--- src/include/ltms_pkg.sv ---
package ltms_pkg;

   // ***************************************************************
   // register map and reset values
   // ***************************************************************
   localparam logic [6:0] LTMS_ADDR_MUX_CTRL = 7'h18;
   localparam logic [6:0] LTMS_ADDR_DIODE_CTRL = 7'h19;
   localparam logic [7:0] LTMS_MUX_CTRL_RESET = 8'h00;
   localparam logic [7:0] LTMS_DIODE_CTRL_RESET = 8'h00;
   // implemented bits; the rest read as zero
   localparam logic [7:0] LTMS_MUX_CTRL_MASK = 8'h7F;
   localparam logic [7:0] LTMS_DIODE_CTRL_MASK = 8'h03;

   // ***************************************************************
   // serial frame layout
   // ***************************************************************
   localparam int LTMS_SPI_RW_BIT = 7;
   localparam logic [3:0] LTMS_SPI_ADDR_LAST = 4'h7;
   localparam logic [3:0] LTMS_SPI_DATA_LAST = 4'hF;

   // ***************************************************************
   // pair address landmarks and resolution variants
   // ***************************************************************
   localparam logic [4:0] LTMS_ADR_CLK_A0 = 5'h0F;
   localparam logic [4:0] LTMS_ADR_B_TOP = 5'h10;
   localparam logic [1:0] LTMS_RES_16 = 2'h0;
   localparam logic [1:0] LTMS_RES_14 = 2'h1;
   localparam logic [1:0] LTMS_RES_11 = 2'h3;

   // ***************************************************************
   // carriers
   // ***************************************************************
   typedef struct packed {
      logic reserved;
      logic test_mux_output_enable;
      logic [4:0] test_mux_pair_address;
      logic test_mux_pair_select;
   } ltms_mux_ctrl_t;

   typedef struct packed {
      logic [5:0] reserved;
      logic temp_diode_bias_select;
      logic temp_diode_enable;
   } ltms_diode_ctrl_t;

   typedef struct packed {
      logic lvds_data_clock_in;
      logic [15:0] port_a_lvds_data;
      logic [15:0] port_b_lvds_data;
   } ltms_lvds_t;

   typedef struct packed {
      logic cs_n;
      logic sck;
      logic sdi;
   } ltms_spi_pins_t;

   typedef enum logic [1:0] {
      LTMS_SPI_IDLE = 2'b00,
      LTMS_SPI_ADDR = 2'b01,
      LTMS_SPI_DATA = 2'b10,
      LTMS_SPI_DONE = 2'b11
   } ltms_spi_state_t;

endpackage

--- src/verilog/ltms_route.sv ---
`timescale 1ns/10ps
`default_nettype none

module ltms_route
   import ltms_pkg::*;
#(
   parameter logic [1:0] DAC_VARIANT = LTMS_RES_16
) (
   input wire logic clk_sys,
   input wire logic reset,
   input wire ltms_mux_ctrl_t ctrl,
   input wire ltms_lvds_t lvds,
   output logic pos_q,
   output logic neg_q,
   output logic drive_q
);

   // ***************************************************************
   // pair decode
   // ***************************************************************
   function automatic int width_of(input logic [1:0] variant);
      int n;
      n = 16;
      if (variant == LTMS_RES_14) begin
         n = 14;
      end else if (variant == LTMS_RES_11) begin
         n = 11;
      end
      return n;
   endfunction

   // returns {exists, raw level}
   function automatic logic [1:0] pick(input logic [4:0] adr, input logic msel,
                                       input ltms_lvds_t s, input int n);
      int a;
      int idx;
      logic [1:0] r;
      a = int'(adr);
      idx = 0;
      r = 2'b00;
      if (adr == LTMS_ADR_CLK_A0) begin
         if (!msel) begin
            r = {1'b1, s.lvds_data_clock_in};
         end else if (n == 16) begin
            r = {1'b1, s.port_a_lvds_data[0]};
         end
      end else if (adr == LTMS_ADR_B_TOP) begin
         if (!msel) begin
            r = {1'b1, s.port_b_lvds_data[4'(n - 1)]};
         end else begin
            r = {1'b1, s.lvds_data_clock_in};
         end
      end else begin
         if (a < 15) begin
            idx = n - 2 - a + int'(msel);
         end else begin
            idx = n + 15 - a + int'(msel);
         end
         if (idx >= 0 && idx < n) begin
            r[1] = 1'b1;
            r[0] = (a < 15) ? s.port_a_lvds_data[4'(idx)] : s.port_b_lvds_data[4'(idx)];
         end
      end
      return r;
   endfunction

   // ***************************************************************
   // output stage
   // ***************************************************************
   logic pos_d;
   logic neg_d;
   logic drive_d;
   logic [1:0] sel;

   always_comb begin
      sel = pick(ctrl.test_mux_pair_address, ctrl.test_mux_pair_select,
                 lvds, width_of(DAC_VARIANT));
      drive_d = ctrl.test_mux_output_enable & sel[1];
      pos_d = 1'b0;
      neg_d = 1'b0;
      if (drive_d) begin
         pos_d = sel[0] ^ ctrl.test_mux_pair_select;
         neg_d = ~pos_d;
      end
   end

   always_ff @(posedge clk_sys) begin
      if (reset) begin
         pos_q <= 1'b0;
         neg_q <= 1'b0;
         drive_q <= 1'b0;
      end else begin
         pos_q <= pos_d;
         neg_q <= neg_d;
         drive_q <= drive_d;
      end
   end

endmodule

`default_nettype wire

--- src/verilog/ltms_top.sv ---
// How it works
// - bit 0 picks member of pair
// - bits 5:1 address the input pair
// - address steps port A, clock, port B
// - member one output inverted, member zero plain
// - drive test output only while enabled
// - mux control resets to zero
// - diode connects after mux enable cleared
// - bias select picks biased or bare diode
// - diode control resets to zero
`timescale 1ns/10ps
`default_nettype none

module ltms_top
   import ltms_pkg::*;
#(
   parameter logic [1:0] DAC_VARIANT = LTMS_RES_16
) (
   input wire logic clk_sys,
   input wire logic reset,
   input wire logic spi_cs_n,
   input wire logic spi_sck,
   input wire logic spi_sdi,
   output logic spi_sdo,
   output logic spi_sdo_oe,
   input wire logic lvds_data_clock_in,
   input wire logic [15:0] port_a_lvds_data,
   input wire logic [15:0] port_b_lvds_data,
   output logic test_output_pair_pos,
   output logic test_output_pair_neg,
   output logic test_output_drive_en,
   output logic temp_diode_connect,
   output logic temp_diode_bias_on
);

   // ***************************************************************
   // pin synchronisers
   // ***************************************************************
   ltms_spi_pins_t spi_meta_q;
   ltms_spi_pins_t spi_sync_q;
   logic sck_prev_q;
   ltms_lvds_t lvds_meta_q;
   ltms_lvds_t lvds_sync_q;
   ltms_spi_pins_t spi_meta_d;
   ltms_spi_pins_t spi_sync_d;
   logic sck_prev_d;
   ltms_lvds_t lvds_meta_d;
   ltms_lvds_t lvds_sync_d;

   always_comb begin
      spi_meta_d = '{cs_n: spi_cs_n, sck: spi_sck, sdi: spi_sdi};
      spi_sync_d = spi_meta_q;
      sck_prev_d = spi_sync_q.sck;
      lvds_meta_d = '{lvds_data_clock_in: lvds_data_clock_in,
                      port_a_lvds_data: port_a_lvds_data,
                      port_b_lvds_data: port_b_lvds_data};
      lvds_sync_d = lvds_meta_q;
   end

   always_ff @(posedge clk_sys) begin
      if (reset) begin
         spi_meta_q <= '{cs_n: 1'b1, sck: 1'b0, sdi: 1'b0};
         spi_sync_q <= '{cs_n: 1'b1, sck: 1'b0, sdi: 1'b0};
         sck_prev_q <= 1'b0;
         lvds_meta_q <= '0;
         lvds_sync_q <= '0;
      end else begin
         spi_meta_q <= spi_meta_d;
         spi_sync_q <= spi_sync_d;
         sck_prev_q <= sck_prev_d;
         lvds_meta_q <= lvds_meta_d;
         lvds_sync_q <= lvds_sync_d;
      end
   end

   // ***************************************************************
   // register read decode
   // ***************************************************************
   function automatic logic [7:0] read_reg(input logic [6:0] adr,
                                           input ltms_mux_ctrl_t mux,
                                           input ltms_diode_ctrl_t dio);
      logic [7:0] r;
      r = 8'h00;
      if (adr == LTMS_ADDR_MUX_CTRL) begin
         r = mux & LTMS_MUX_CTRL_MASK;
      end else if (adr == LTMS_ADDR_DIODE_CTRL) begin
         r = dio & LTMS_DIODE_CTRL_MASK;
      end
      return r;
   endfunction

   // ***************************************************************
   // serial slave and registers
   // ***************************************************************
   ltms_spi_state_t state_q;
   ltms_spi_state_t state_d;
   logic [3:0] bit_cnt_q;
   logic [3:0] bit_cnt_d;
   logic [7:0] shin_q;
   logic [7:0] shin_d;
   logic [7:0] addr_q;
   logic [7:0] addr_d;
   logic [7:0] shout_q;
   logic [7:0] shout_d;
   logic sdo_q;
   logic sdo_d;
   logic sdo_oe_q;
   logic sdo_oe_d;
   ltms_mux_ctrl_t mux_ctrl_q;
   ltms_mux_ctrl_t mux_ctrl_d;
   ltms_diode_ctrl_t diode_ctrl_q;
   ltms_diode_ctrl_t diode_ctrl_d;
   logic diode_conn_q;
   logic diode_conn_d;
   logic diode_bias_q;
   logic diode_bias_d;
   logic sck_rise;
   logic sck_fall;
   logic [7:0] byte_in;

   always_comb begin
      sck_rise = spi_sync_q.sck & ~sck_prev_q;
      sck_fall = ~spi_sync_q.sck & sck_prev_q;
      byte_in = {shin_q[6:0], spi_sync_q.sdi};
      state_d = state_q;
      bit_cnt_d = bit_cnt_q;
      shin_d = shin_q;
      addr_d = addr_q;
      shout_d = shout_q;
      sdo_d = sdo_q;
      sdo_oe_d = sdo_oe_q;
      mux_ctrl_d = mux_ctrl_q;
      diode_ctrl_d = diode_ctrl_q;
      if (spi_sync_q.cs_n) begin
         state_d = LTMS_SPI_IDLE;
         bit_cnt_d = 4'h0;
         sdo_d = 1'b0;
         sdo_oe_d = 1'b0;
      end else begin
         unique case (state_q)
            LTMS_SPI_IDLE: begin
               state_d = LTMS_SPI_ADDR;
               bit_cnt_d = 4'h0;
            end
            LTMS_SPI_ADDR: begin
               if (sck_rise) begin
                  shin_d = byte_in;
                  bit_cnt_d = bit_cnt_q + 4'h1;
                  if (bit_cnt_q == LTMS_SPI_ADDR_LAST) begin
                     addr_d = byte_in;
                     state_d = LTMS_SPI_DATA;
                     if (byte_in[LTMS_SPI_RW_BIT]) begin
                        shout_d = read_reg(byte_in[6:0], mux_ctrl_q, diode_ctrl_q);
                        sdo_oe_d = 1'b1;
                     end
                  end
               end
            end
            LTMS_SPI_DATA: begin
               if (sck_fall && addr_q[LTMS_SPI_RW_BIT]) begin
                  sdo_d = shout_q[7];
                  shout_d = {shout_q[6:0], 1'b0};
               end
               if (sck_rise) begin
                  shin_d = byte_in;
                  bit_cnt_d = bit_cnt_q + 4'h1;
                  if (bit_cnt_q == LTMS_SPI_DATA_LAST) begin
                     state_d = LTMS_SPI_DONE;
                     if (!addr_q[LTMS_SPI_RW_BIT]) begin
                        if (addr_q[6:0] == LTMS_ADDR_MUX_CTRL) begin
                           mux_ctrl_d = byte_in & LTMS_MUX_CTRL_MASK;
                        end else if (addr_q[6:0] == LTMS_ADDR_DIODE_CTRL) begin
                           diode_ctrl_d = byte_in & LTMS_DIODE_CTRL_MASK;
                        end
                     end
                  end
               end
            end
            LTMS_SPI_DONE: begin
               state_d = LTMS_SPI_DONE;
            end
         endcase
      end
      // diode only while the mux has let go of the shared pins
      diode_conn_d = diode_ctrl_q.temp_diode_enable
                     & ~mux_ctrl_q.test_mux_output_enable;
      diode_bias_d = diode_conn_d & diode_ctrl_q.temp_diode_bias_select;
   end

   always_ff @(posedge clk_sys) begin
      if (reset) begin
         state_q <= LTMS_SPI_IDLE;
         bit_cnt_q <= 4'h0;
         shin_q <= 8'h00;
         addr_q <= 8'h00;
         shout_q <= 8'h00;
         sdo_q <= 1'b0;
         sdo_oe_q <= 1'b0;
         mux_ctrl_q <= LTMS_MUX_CTRL_RESET;
         diode_ctrl_q <= LTMS_DIODE_CTRL_RESET;
         diode_conn_q <= 1'b0;
         diode_bias_q <= 1'b0;
      end else begin
         state_q <= state_d;
         bit_cnt_q <= bit_cnt_d;
         shin_q <= shin_d;
         addr_q <= addr_d;
         shout_q <= shout_d;
         sdo_q <= sdo_d;
         sdo_oe_q <= sdo_oe_d;
         mux_ctrl_q <= mux_ctrl_d;
         diode_ctrl_q <= diode_ctrl_d;
         diode_conn_q <= diode_conn_d;
         diode_bias_q <= diode_bias_d;
      end
   end

   // ***************************************************************
   // test output routing
   // ***************************************************************
   ltms_route #(
      .DAC_VARIANT(DAC_VARIANT)
   ) u_route (
      .clk_sys(clk_sys),
      .reset(reset),
      .ctrl(mux_ctrl_q),
      .lvds(lvds_sync_q),
      .pos_q(test_output_pair_pos),
      .neg_q(test_output_pair_neg),
      .drive_q(test_output_drive_en)
   );

   assign spi_sdo = sdo_q;
   assign spi_sdo_oe = sdo_oe_q;
   assign temp_diode_connect = diode_conn_q;
   assign temp_diode_bias_on = diode_bias_q;

endmodule

`default_nettype wire
--- config.mk ---
export PLATFORM = sky130hd
export DESIGN_NAME = ltms_top
export DESIGN_NICKNAME = d
export VERILOG_FILES = /design/src/include/ltms_pkg.sv /design/src/verilog/ltms_route.sv /design/src/verilog/ltms_top.sv
export SDC_FILE = /design/constraint.sdc
export NUM_CORES = 1
export LEC_CHECK = 0
export ABC_CLOCK_PERIOD_IN_PS = 3300
export BUFFER_PORTS_ARGS = -buffer_cell sky130_fd_sc_hd__buf_2
export CELL_PAD_IN_SITES_DETAIL_PLACEMENT = 1
export CELL_PAD_IN_SITES_GLOBAL_PLACEMENT = 1
export CORE_ASPECT_RATIO = 0.7
export CORE_MARGIN = 8
export CORE_UTILIZATION = 35
export CTS_CLUSTER_DIAMETER = 40
export CTS_CLUSTER_SIZE = 24
export DETAILED_ROUTE_END_ITERATION = 16
export PLACE_DENSITY_LB_ADDON = 0.3
export SLEW_MARGIN = 5
export SYNTH_ARGS = -nofsm -noshare
export SYNTH_HDL_FRONTEND = slang
export SYNTH_SLANG_ARGS = --single-unit
--- constraint.sdc ---
create_clock -name clk_sys -period 3.3 [get_ports clk_sys]
set_clock_uncertainty 0.1 [all_clocks]
set_input_delay 0.825 -clock clk_sys [delete_from_list [all_inputs] [get_ports clk_sys]]
set_output_delay 0.825 -clock clk_sys [all_outputs]
set_load 0.01 [all_outputs]
==> reports/qor.yml <==
run_status:
  status: "finished clean"
sta:
  maxSlewViolCount: 0
  min_period_over_period: 0.947
  hold_viol: 0
  fin_crit_ns: 3.12
  timing.slew.headroom: 0.417
  fin_tns_setup_ns: 0
  tightest_slew_ns: 0.871
  setup_viol: 0
  fmaxAchievable_mhz: 320
worst_hold_path:
  min_path_cells: 1
  holdPathEnd: "spi_sync_q[2]"
  hp-start: "spi_meta_q[2]"
  hp-class: "reg2reg"
floorplan:
  fp.dieH_um: 113
  ioPinCount: 45
  dieWidth_um: 155
  core_region_area_um2: 13100
  die_area_um2: 17500
  start_util: 0.359
  fp-row-count: 35
global_routing:
  grt_pass1_vias: 3607
  grt.total_usage: 0.129
  antenna_found_initial: 0
  grt_pass1_wl_um: 17900
  grt-ovfl-total: 0
  grt_max_degree: 73
clocking:
  cts_tree: "yes"
  cts_buffer_depth: 2
  hold_buffers: 0
  cts_buffers: 17
  numClockSinks: 118
  h-tree-depth: 4
  clkTransAtPathRegs_ns: 0.06
  clock_latency_ns: 0.41
  clockRootBuffer: "clkbuf_16"
critical_path:
  crit_type: "reg2reg"
  arrival_ns: 3.37
  path_max_fanout: 9
  start_kind: "flip-flop"
  reg2regPathDepth: 11
  reg2reg_from: "mux_ctrl_q[1]"
  r2r-end: "u_route.pos_q"
  end_kind: "flip-flop"
  ff2ff_setup_slack_ns: 0.18
  cp.required_ns: 3.54
synth:
  synth_compound_area_frac: 0.0833
  yosys.area_share.xor_xnor: 0.00929
  synth-seq-area-share: 0.501
  ys_types: 56
  syn_inst: 467
  synthSimpleGateAreaFrac: 0.223
  syn_area_um2: 4720
  synth_top_area_share: 0.501
  async_reset_ff_frac: 0
  synthMuxAreaShare: 0.105
  synth_fa_ha_area_frac: 0.0478
  yosys.area.top_type: "dfxtp_1"
  ys_ff_latch: 118
  synth_top_family_by_area: "simple AND/OR/NAND/NOR gates"
  synth_edf_count: 0
  ys_warn_count: 0
  syn_nets: 523
  ys_top_cells_by_area: "dfxtp_1 50%, nor2b_1 10%, mux2i_1 7.0%, ha_1 4.8%, nor2_1 4.5%"
  ys.flop_type: "dfxtp_1"
  avgSynthCellArea_um2: 10.1
finish:
  syn_to_final_growth_pct: 24.0
  finalNetCount: 574
  fillers: 1461
  finalNonFillerCells: 697
  drive_above_1_share: 0.207
  diodes: 0
detailed_routing:
  vias: 3445
  drtPass1Iterations: 4
  drt_iter0_markers: 189
  antenna_left: 0
  detail_route.vias_per_cell: 4.94
  drc: 0
  finalWirelength_um: 10700
  routedWlPerCell_um: 15.4
power:
  peakVddDrop_uv: 370
  seqPwrFrac: 0.414
  clockPowerShare: 0.560
  p_int_mw: 2.80
  p_leak_nw: 2.31
  power_density_nw_per_um2: 611
  swShare: 0.216
  power_frac_comb: 0.027
  p_switching_mw: 0.771
placement:
  port_buffers: 44
  gp_congestion: 0.800
  post-place-cells: 665
  hpwl_um: 7580
flow_run:
  max_cap_viol_count: 0
==> registers in the layout (all words and copies together), names as in the netlist, 2 cells and up <==
| name | flops |
|---|---|
| bit_cnt_q | 4 |
| lvds_meta_q | 33 |
| addr_q | 8 |
| spi_meta_q | 3 |
| diode_ctrl_q | 2 |
| state_q | 2 |
| shin_q | 7 |
| lvds_sync_q | 33 |
| mux_ctrl_q | 7 |
| shout_q | 8 |
==> metal layers <==
layer,global-route usage,wire [um]
met5,0,0
met4,0.0540,145
met3,0.0503,455
met2,0.179,4450
met1,0.174,5650
==> worst max-delay path: stages, from the launching register on <==
cell and delay (ns):
dfxtp_4 0.39, inv_1 0.07, ha_1 0.31, inv_1 0.06, ha_1 0.30, mux4_1 0.61
a31o_1 0.24, a31oi_1 0.14, o2111a_1 0.25, nor3_2 0.06, a211oi_2 0.29, mux2i_1 0.24
==> power groups by stage <==
| stage | clock [mW] | combinational [mW] | sequential, mW |
|---|---|---|---|
| floorplan | 0 | 0.0622 | 1.50 |
| global placement | 0 | 0.0932 | 1.51 |
| detailed placement | 0 | 0.0960 | 1.51 |
| CTS | 2.03 | 0.0964 | 1.48 |
| global route | 2.11 | 0.107 | 1.48 |
| finish | 2.00 | 0.0950 | 1.48 |
==> cell type report <==
cell class,count,area (um^2),share of cell area
Sequential cell,118,2370,0.406
Tap cell,166,208,0.0355
Multi-Input combinational cell,313,2260,0.386
Inverter,12,45.0,0.00771
Clock buffer,17,425,0.0728
Clock inverter,15,218,0.0372
Timing Repair Buffer,56,323,0.0552
==> timing repair <==
item / in CTS / in global routing
buffers inserted: 0 / 0
pin swaps: 0 / 3
endpoints found under the setup margin: 2 / 2
resized for setup: 4 / 9
==> logic make-up (layout without fill, tap and decap cells) <==
| logic type | count (synthesis) | in the layout |
|---|---|---|
| and+or+nand+nor | 196 | 196 |
| DFF | 118 | 118 |
| AOI/OAI and AO/OA | 54 | 54 |
| muxes | 40 | 40 |
| buffers and inverters | 36 | 100 |
| adders and majority gates | 18 | 18 |
| xor gates and xnor gates | 5 | 5 |
==> Yosys cell counts, drive strengths merged, types with 4 or more instances <==
cell type    n
ha          18
dfxtp      118
nor2b       77
clkbuf      21
nand4        7
nor2        57
nand2b       4
mux4         6
inv         12
nand2       22
a211oi       7
or2          4
mux2i       33
o21ai        5
nor3         4
a21oi       16
a22oi        5
==> how the worst max path moves through the flow <==
stage,from,endpoint,cells after the start
after floorplan,mux_ctrl_q[1],u_route.neg_q,14
after global placement,mux_ctrl_q[1],u_route.pos_q,13
after detailed placement,mux_ctrl_q[1],u_route.pos_q,13
after CTS,mux_ctrl_q[3],u_route.pos_q,12
after global routing,mux_ctrl_q[2],u_route.pos_q,11
final,mux_ctrl_q[1],u_route.pos_q,11
==> per-stage QoR <==
| stage | utilization | cell area (um^2) | power (mW) | hold slack (ns) | worst slack (ns) |
|---|---|---|---|---|---|
| detailed placement | 0.392 | 5150 | 1.61 | 0.305 | -0.122 |
| CTS | 0.442 | 5800 | 3.61 | 0.315 | 0.0472 |
| global route | 0.445 | 5850 | 3.70 | 0.332 | -0.00940 |
| floorplan | - | 4720 | 1.57 | 0.289 | 0.340 |
| global placement | 0.392 | 5150 | 1.60 | 0.303 | 0.158 |
| finish | 0.445 | 5850 | 3.57 | 0.311 | 0.176 |
==> cells in the final DEF (no fill, tap or decap), types with 4 or more instances in the layout <==
cell type and n:
a211oi_1 5, a21oi_1 15, a22oi_1 5, buf_2 44, buf_4 11, bufinv_16 4, clkbuf_16 17, clkinv_4 4
dfxtp_1 115, ha_1 18, inv_1 12, inv_6 4, mux2i_1 33, mux4_1 5, nand2_1 22, nand4_1 7
nor2_1 56, nor2b_1 77, o21ai_0 4
(Power assumes the default switching activity.)
